--- src/hdl/gpe_pkg.sv ---
// constants shared by the pin port block: register map, field codes, reset values
// assumes a 32-bit avalon-mm slave port and four port instances of sixteen pins
package gpe_pkg;
  localparam int NUM_PORTS = 4;
  localparam int PINS      = 16;
  localparam int GLOB_PORT = 2;
  localparam int GLOB_BITS = 8;
  localparam int ADDR_W    = 8;

  // byte offsets inside one port window; the window index is address[7:6]
  localparam logic [5:0] OFF_DIR      = 6'h00;
  localparam logic [5:0] OFF_DATA_IN  = 6'h04;
  localparam logic [5:0] OFF_DATA_OUT = 6'h08;
  localparam logic [5:0] OFF_OUT_SET  = 6'h0c;
  localparam logic [5:0] OFF_OUT_CLR  = 6'h10;
  localparam logic [5:0] OFF_EDGE     = 6'h14;
  localparam logic [5:0] OFF_MASK     = 6'h18;
  localparam logic [5:0] OFF_MASK_SET = 6'h1c;
  localparam logic [5:0] OFF_MASK_CLR = 6'h20;
  localparam logic [5:0] OFF_PEND     = 6'h24;
  localparam logic [5:0] OFF_MODE     = 6'h28;

  // edge select, two bits per pin: bit 0 rising, bit 1 falling
  localparam int EDGE_RISE_BIT = 0;
  localparam int EDGE_FALL_BIT = 1;
  localparam int MODE_IDLE_BIT = 0;

  localparam logic [15:0] DIR_RST  = 16'hffff;
  localparam logic [15:0] OUT_RST  = 16'h0000;
  localparam logic [15:0] MASK_RST = 16'hffff;
  localparam logic [31:0] EDGE_RST = 32'h0000_0000;
  localparam logic        MODE_RST = 1'b0;
endpackage

--- src/hdl/gpe_edge.sv ---
// edge detector for one port: compares current and previous synchronised samples
// assumes sample comes from the synchroniser; events are one-cycle pulses
`timescale 1ns/1ps
module gpe_edge
  import gpe_pkg::*;
#(
  parameter int N = PINS
)(
  input  wire logic           sys_clk,
  input  wire logic           reset,
  input  wire logic [N-1:0]   sample,
  input  wire logic [N-1:0]   is_input,
  input  wire logic [2*N-1:0] edge_sel,
  output logic      [N-1:0]   event_pulse
);
  typedef struct packed {
    logic [N-1:0] prev;
    logic         primed;
  } gpe_edge_type;

  gpe_edge_type s_q;
  gpe_edge_type s_d;

  always_comb
  begin
    s_d        = s_q;
    s_d.prev   = sample;
    s_d.primed = 1'b1;
  end

  always_ff @(posedge sys_clk or posedge reset)
  begin
    if (reset)
      s_q <= '0;
    else
      s_q <= s_d;
  end

  // no compare until one sample is held, so a sample already high in the first cycle after reset gives no event
  for (genvar i = 0; i < N; i++)
  begin : g_pin
    assign event_pulse[i] = s_q.primed & is_input[i] &
      ((edge_sel[2*i+EDGE_RISE_BIT] & sample[i] & ~s_q.prev[i]) |
       (edge_sel[2*i+EDGE_FALL_BIT] & ~sample[i] & s_q.prev[i]));
  end
endmodule // gpe_edge

--- src/hdl/gpe_sync.sv ---
// two-stage synchroniser for the pad inputs
// assumes pins change freely; only the second stage may be looked at
`timescale 1ns/1ps
module gpe_sync
  import gpe_pkg::*;
#(
  parameter int W = NUM_PORTS * PINS
)(
  input  wire logic         sys_clk,
  input  wire logic         reset,
  input  wire logic [W-1:0] async_in,
  output logic      [W-1:0] sync_out
);
  typedef struct packed {
    logic [W-1:0] meta;
    logic [W-1:0] stable;
  } gpe_sync_type;

  gpe_sync_type s_q;
  gpe_sync_type s_d;

  always_comb
  begin
    s_d        = s_q;
    s_d.meta   = async_in;
    s_d.stable = s_q.meta;
  end

  always_ff @(posedge sys_clk or posedge reset)
  begin
    if (reset)
      s_q <= '0;
    else
      s_q <= s_d;
  end

  assign sync_out = s_q.stable;
endmodule // gpe_sync

--- src/hdl/gpe_top.sv ---
// four pin ports with edge events behind one avalon-mm slave
// assumes pins are synchronised here; waitrequest answers one cycle after a request
`timescale 1ns/1ps
module gpe_top
  import gpe_pkg::*;
(
  input  wire logic                      sys_clk,
  input  wire logic                      reset,
  input  wire logic [ADDR_W-1:0]         avs_address,
  input  wire logic                      avs_read,
  input  wire logic                      avs_write,
  input  wire logic [31:0]               avs_writedata,
  input  wire logic [3:0]                avs_byteenable,
  output logic      [31:0]               avs_readdata,
  output logic                           avs_waitrequest,
  input  wire logic [NUM_PORTS*PINS-1:0] pin_in,
  output logic      [NUM_PORTS*PINS-1:0] pin_out,
  output logic      [NUM_PORTS*PINS-1:0] pin_oe_n,
  output logic      [NUM_PORTS-1:0]      irq,
  output logic      [NUM_PORTS-1:0]      wake,
  output logic                           global_out
);
  typedef struct packed {
    logic [NUM_PORTS-1:0][PINS-1:0]   dir;
    logic [NUM_PORTS-1:0][PINS-1:0]   data_out;
    logic [NUM_PORTS-1:0][PINS-1:0]   mask;
    logic [NUM_PORTS-1:0][PINS-1:0]   pend;
    logic [NUM_PORTS-1:0][2*PINS-1:0] edge_sel;
    logic [NUM_PORTS-1:0]             idle;
    logic [NUM_PORTS-1:0]             irq;
    logic [NUM_PORTS-1:0]             wake;
    logic                             glob;
    logic                             wait_req;
    logic [31:0]                      rdata;
  } gpe_state_type;

  gpe_state_type s_q;
  gpe_state_type s_d;

  logic [NUM_PORTS-1:0][PINS-1:0] in_sync;
  logic [NUM_PORTS-1:0][PINS-1:0] ev;

  // byte enables widened to a bit mask
  function automatic logic [31:0] be_mask(input logic [3:0] be);
    logic [31:0] m;
    m = '0;
    for (int b = 0; b < 4; b++)
    begin
      m[8*b +: 8] = {8{be[b]}};
    end
    return m;
  endfunction

  // a plain write: only enabled byte lanes change
  function automatic logic [31:0] merge(input logic [31:0] old,
                                        input logic [31:0] wd,
                                        input logic [31:0] wm);
    return (old & ~wm) | (wd & wm);
  endfunction

  gpe_sync #(
    .W (NUM_PORTS * PINS)
  ) u_sync (
    .sys_clk  (sys_clk),
    .reset    (reset),
    .async_in (pin_in),
    .sync_out (in_sync)
  );

  for (genvar p = 0; p < NUM_PORTS; p++)
  begin : g_port
    gpe_edge #(
      .N (PINS)
    ) u_edge (
      .sys_clk     (sys_clk),
      .reset       (reset),
      .sample      (in_sync[p]),
      .is_input    (s_q.dir[p]),
      .edge_sel    (s_q.edge_sel[p]),
      .event_pulse (ev[p])
    );
  end

  logic [1:0]  port_sel;
  logic [5:0]  off;
  logic [31:0] wm;
  logic [31:0] wd;
  logic        req;
  logic        take;

  assign port_sel = avs_address[7:6];
  assign off      = avs_address[5:0];
  assign wm       = be_mask(avs_byteenable);
  assign wd       = avs_writedata & wm;
  assign req      = avs_read | avs_write;
  assign take     = req & ~s_q.wait_req;

  always_comb
  begin
    s_d = s_q;

    // bus handshake: first edge of a request lowers waitrequest for one cycle
    s_d.wait_req = ~(req & s_q.wait_req);
    if (req && s_q.wait_req)
    begin
      s_d.rdata = '0;
      if (avs_read)
      begin
        if (off == OFF_DIR)
          s_d.rdata = {16'h0000, s_q.dir[port_sel]};
        else if (off == OFF_DATA_IN)
          s_d.rdata = {16'h0000, in_sync[port_sel]};
        else if (off == OFF_DATA_OUT)
          s_d.rdata = {16'h0000, s_q.data_out[port_sel]};
        else if (off == OFF_EDGE)
          s_d.rdata = s_q.edge_sel[port_sel];
        else if (off == OFF_MASK)
          s_d.rdata = {16'h0000, s_q.mask[port_sel]};
        else if (off == OFF_PEND)
          s_d.rdata = {16'h0000, s_q.pend[port_sel]};
        else if (off == OFF_MODE)
          s_d.rdata = {31'h0000_0000, s_q.idle[port_sel]};
        else
          s_d.rdata = '0; // unmapped and write-only offsets read zero
      end
    end

    // writes take effect on the edge where waitrequest is seen low
    if (take && avs_write)
    begin
      if (off == OFF_DIR)
        s_d.dir[port_sel] = 16'(merge({16'h0000, s_q.dir[port_sel]}, wd, wm));
      else if (off == OFF_DATA_OUT)
        s_d.data_out[port_sel] = 16'(merge({16'h0000, s_q.data_out[port_sel]}, wd, wm));
      else if (off == OFF_OUT_SET)
        s_d.data_out[port_sel] = s_q.data_out[port_sel] | wd[15:0];
      else if (off == OFF_OUT_CLR)
        s_d.data_out[port_sel] = s_q.data_out[port_sel] & ~wd[15:0];
      else if (off == OFF_EDGE)
        s_d.edge_sel[port_sel] = merge(s_q.edge_sel[port_sel], wd, wm);
      else if (off == OFF_MASK)
        s_d.mask[port_sel] = 16'(merge({16'h0000, s_q.mask[port_sel]}, wd, wm));
      else if (off == OFF_MASK_SET)
        s_d.mask[port_sel] = s_q.mask[port_sel] | wd[15:0];
      else if (off == OFF_MASK_CLR)
        s_d.mask[port_sel] = s_q.mask[port_sel] & ~wd[15:0];
      else if (off == OFF_PEND)
        s_d.pend[port_sel] = s_q.pend[port_sel] & ~wd[15:0];
      else if (off == OFF_MODE)
      begin
        if (avs_byteenable[0])
          s_d.idle[port_sel] = avs_writedata[MODE_IDLE_BIT];
      end
    end

    // a fresh event beats a clear written in the same cycle
    for (int p = 0; p < NUM_PORTS; p++)
    begin
      s_d.pend[p] = s_d.pend[p] | ev[p];
      s_d.irq[p]  = ~s_q.idle[p] & (|(s_q.pend[p] & ~s_q.mask[p]));
      s_d.wake[p] = s_q.idle[p] & (|(s_q.pend[p] & ~s_q.mask[p]));
    end

    s_d.glob = |s_q.data_out[GLOB_PORT][GLOB_BITS-1:0];
  end

  always_ff @(posedge sys_clk or posedge reset)
  begin
    if (reset)
    begin
      s_q          <= '0;
      s_q.dir      <= {NUM_PORTS{DIR_RST}};
      s_q.data_out <= {NUM_PORTS{OUT_RST}};
      s_q.mask     <= {NUM_PORTS{MASK_RST}};
      s_q.edge_sel <= {NUM_PORTS{EDGE_RST}};
      s_q.idle     <= {NUM_PORTS{MODE_RST}};
      s_q.wait_req <= 1'b1;
    end
    else
      s_q <= s_d;
  end

  // a set direction bit means input, so the pad driver is off
  assign pin_out         = s_q.data_out;
  assign pin_oe_n        = s_q.dir;
  assign irq             = s_q.irq;
  assign wake            = s_q.wake;
  assign global_out      = s_q.glob;
  assign avs_readdata    = s_q.rdata;
  assign avs_waitrequest = s_q.wait_req;
endmodule // gpe_top

--- config.mk ---
export PLATFORM = sky130hd
export DESIGN_NAME = gpe_top
export DESIGN_NICKNAME = d
export VERILOG_FILES = /design/src/hdl/gpe_pkg.sv /design/src/hdl/gpe_edge.sv /design/src/hdl/gpe_sync.sv /design/src/hdl/gpe_top.sv
export SDC_FILE = /design/constraint.sdc
export NUM_CORES = 2
export LEC_CHECK = 0
export BUFFER_PORTS_ARGS = -buffer_cell sky130_fd_sc_hd__buf_2
export CORE_MARGIN = 1
export CORE_UTILIZATION = 54
export DETAILED_ROUTE_END_ITERATION = 7
export GPL_TIMING_DRIVEN = 0
export PLACE_DENSITY = 0.82
export SLEW_MARGIN = 10
export SYNTH_ARGS = -nofsm -noshare
export SYNTH_HDL_FRONTEND = slang
export SYNTH_HIERARCHICAL = 1
export SYNTH_SLANG_ARGS = --single-unit
export TNS_END_PERCENT = 1
--- constraint.sdc ---
create_clock -name sys_clk -period 12.9 [get_ports sys_clk]
set_input_delay 0.645 -clock sys_clk [delete_from_list [all_inputs] [get_ports sys_clk]]
set_output_delay 0.645 -clock sys_clk [all_outputs]
set_load 0.02 [all_outputs]
==> metrics.cfg <==
[outcome]
violations=max-capacitance violations, max-slew violations
outcome=finished with violations

[logic_synthesis]
synth_top_flop_cell=dfrtp_1
ys_ff_latch=626
ys_warn_count=6
synth_top_cell_area_share_pct=42.2
ys_types=63
synth-edff-count=0
netlist_area_sq_mm=0.0295
syn_avg_cell_area_sq_um=11.3
synth_area_leaders=dfrtp_1 42%, dfstp_2 11%, mux4_2 8.6%
netlist_instances=2605
async_reset_ff_share_pct=100
syn-num-nets=2717
yosysSeqAreaShare_pct=53.7
synth.largest_area_cell=dfrtp_1

[power_and_ir_drop]
p_per_area_mw_per_mm2=129
combPwrFrac_pct=7.6
pwr-share-seq_pct=47.2
switchingPower_uw=1120
ir_worst_vdd_uv=117
p_leak_uw=0.0150
p_sw_share_pct=25.5
internal-power_uw=3270
p_clk_share_pct=45.2

[clocking]
clkLatencyLatePin_ns=0.63
cts_resized=0
cts_made_buffers=66
cts_tree=yes
cts_buffer_depth=3
clk_pin_slew_worst_paths_ns=0.06
htree_levels=3
cts_sinks=626
holdBufCountCts=0
cts-root-buf=clkbuf_16
post_cts_buffers=0

[placed_design]
place_hpwl_um=87400
io_buffers=264
dp.cells=3569
place_congestion=1.11
pre_cts_ws_ns=9.13

[sta]
whs_ns=0.0997
fin_skew_ns=0.0193
rsz0062_at_grt=false
worst_pin_slew_ns=1.50
fin_ws_ns=9.43
relSlewSlack_pct=-2.47
fmax_mhz=288
finalSetupViolCount=0
period_share_pct=26.9
period_needed_ns=3.47
drv_slew=1
hold_viol_final=0

[final_layout]
instances_no_fill=3695
syn_to_final_growth_pct=15.5
nNetsFinal=3054
layout_common_cells=497 x dfrtp_1, 411 x nand2_1, 286 x buf_2
post_route_cells_drive_above_1_share_pct=30.0
final_common_cell=dfrtp_1

[floorplan]
pin_count=282
initial_core_util_pct=54.7
die_y_um=236
die_area_sq_mm=0.0556
die_x_um=236
num_rows=85
core-area_sq_mm=0.0539

[global_route]
grtUsageTotal_pct=43.1
grt_pass1_wl_um=171000
grt_max_degree=122
antenna_found_initial=8
grt_pass1_vias=24600
grt_remaining_overflow=0

[routing]
wl_um=119000
wl_per_cell_um=32.1
first_pass_iters=6
detail-route-antenna-nets=0
post-route-drc-count=0
vias_per_cell=6.77
vias=25000
drtIter0Drc=3659

[worst_setup_path]
cp-end-kind=flop
critPathKind=in2reg
cp.required_ns=13.32
cp-start-kind=primary input
cp_max_fo=10
worst_ep_arrival_time_ns=3.89

[worst_hold_path]
min_path_type=in2async

[job]
maxCapViolCount=1

-- cells in the mapped netlist (18+ instances only) --
| master | count |
|---|---|
| nand3b_1 | 130 |
| a21oi_1 | 54 |
| o22ai_1 | 26 |
| nor3_1 | 33 |
| inv_1 | 62 |
| a21boi_0 | 28 |
| o31ai_1 | 122 |
| buf_2 | 22 |
| a221oi_1 | 18 |
| o21ai_0 | 211 |
| clkbuf_1 | 123 |
| nand2_1 | 411 |
| mux2_2 | 20 |
| a21oi_2 | 40 |
| nor2_1 | 67 |
| mux2i_1 | 48 |
| dfstp_2 | 129 |
| mux4_2 | 113 |
| dfrtp_1 | 497 |
| o21a_1 | 28 |
| buf_4 | 177 |
| a211o_1 | 63 |
-- worst max-delay path, stage by stage --
cell and delay, ns:
buf_2 0.15, buf_4 0.29, buf_4 0.33, buf_2 0.39
mux4_2 0.47, a2111oi_0 1.31, o221ai_1 0.28
-- path summary, 6_finish.rpt --
check	start	end	slack [ns]	cells after the start
worst max-delay path	avs_address[7]	avs_readdata[5]	9.43	7
max in group asynchronous	reset	s_q[261]	11.11	4
worst min-delay path	reset	u_sync/s_d[5]	0.1	2
worst min register to register	u_sync/s_d[1]	u_sync/sync_out[1]	0.35	0
worst max register to register	avs_waitrequest	s_q[116]	9.72	5
min in group sys_clk	pin_in[29]	u_sync/s_d[29]	0.12	1
-- per-stage QoR --
stage	utilization, %	power (uW)	TNS [ns]	cell area, sq um
6_report	63.2	4390	0	34100
2_1_floorplan	-	2280	0	29500
3_5_place_dp	59.0	2430	0	31800
5_1_grt	63.2	4500	0	34100
3_3_place_gp	58.8	2410	-1242.23	31700
4_1_cts	63.1	4380	0	34000
-- flip-flops by register name, indices dropped and copies added, names as in the netlist --
signal and count:
s_q 260, avs_readdata 32, u_sync/sync_out 64, avs_waitrequest 1, irq 4, pin_out 64, wake 4, u_sync/s_d 64
pin_oe_n 64, global_out 1, g_port.u_edge/s_q 68
-- cell families after synthesis --
kind of cell	count (synthesis)	share of synthesized area (%)
AO/OA/AOI/OAI	672	15.5
buffers and inverters	401	7.89
flip-flops	626	53.7
multiplexers	181	11.0
other	4	0.0509
AND/OR/NAND/NOR	721	11.9
-- per-layer routing --
layer | track usage [%] | vias to the layer above | wire [um]
met1 | 54.5 | 12500 | 42300
met3 | 14.8 | 480 | 15600
li1 | - | 9923 | -
met5 | 0 | - | 49
met2 | 64.5 | 2064 | 52600
met4 | 25.3 | 8 | 8150
-- area by class of cell --
cell class / instances / area, sq um
clock inverters: 25 / 373
diodes: 5 / 12.5
repair buffers: 269 / 1440
multi-input cells: 1578 / 11300
fillers: 4116 / 19900
flip-flops and latches: 626 / 15800
plain buffers: 339 / 2090
clock buffers: 95 / 1860
well taps: 696 / 871
inverters: 62 / 245
-- power groups by stage --
stage          registers [uW]  clock network, uW  logic, uW
3_5_place_dp             2100                  0        324
6_report                 2070               1990        334
5_1_grt                  2080               2070        349
4_1_cts                  2070               1990        325
3_3_place_gp             2100                  0        312
2_1_floorplan            2080                  0        197
Power figures use the tool's default switching activity.
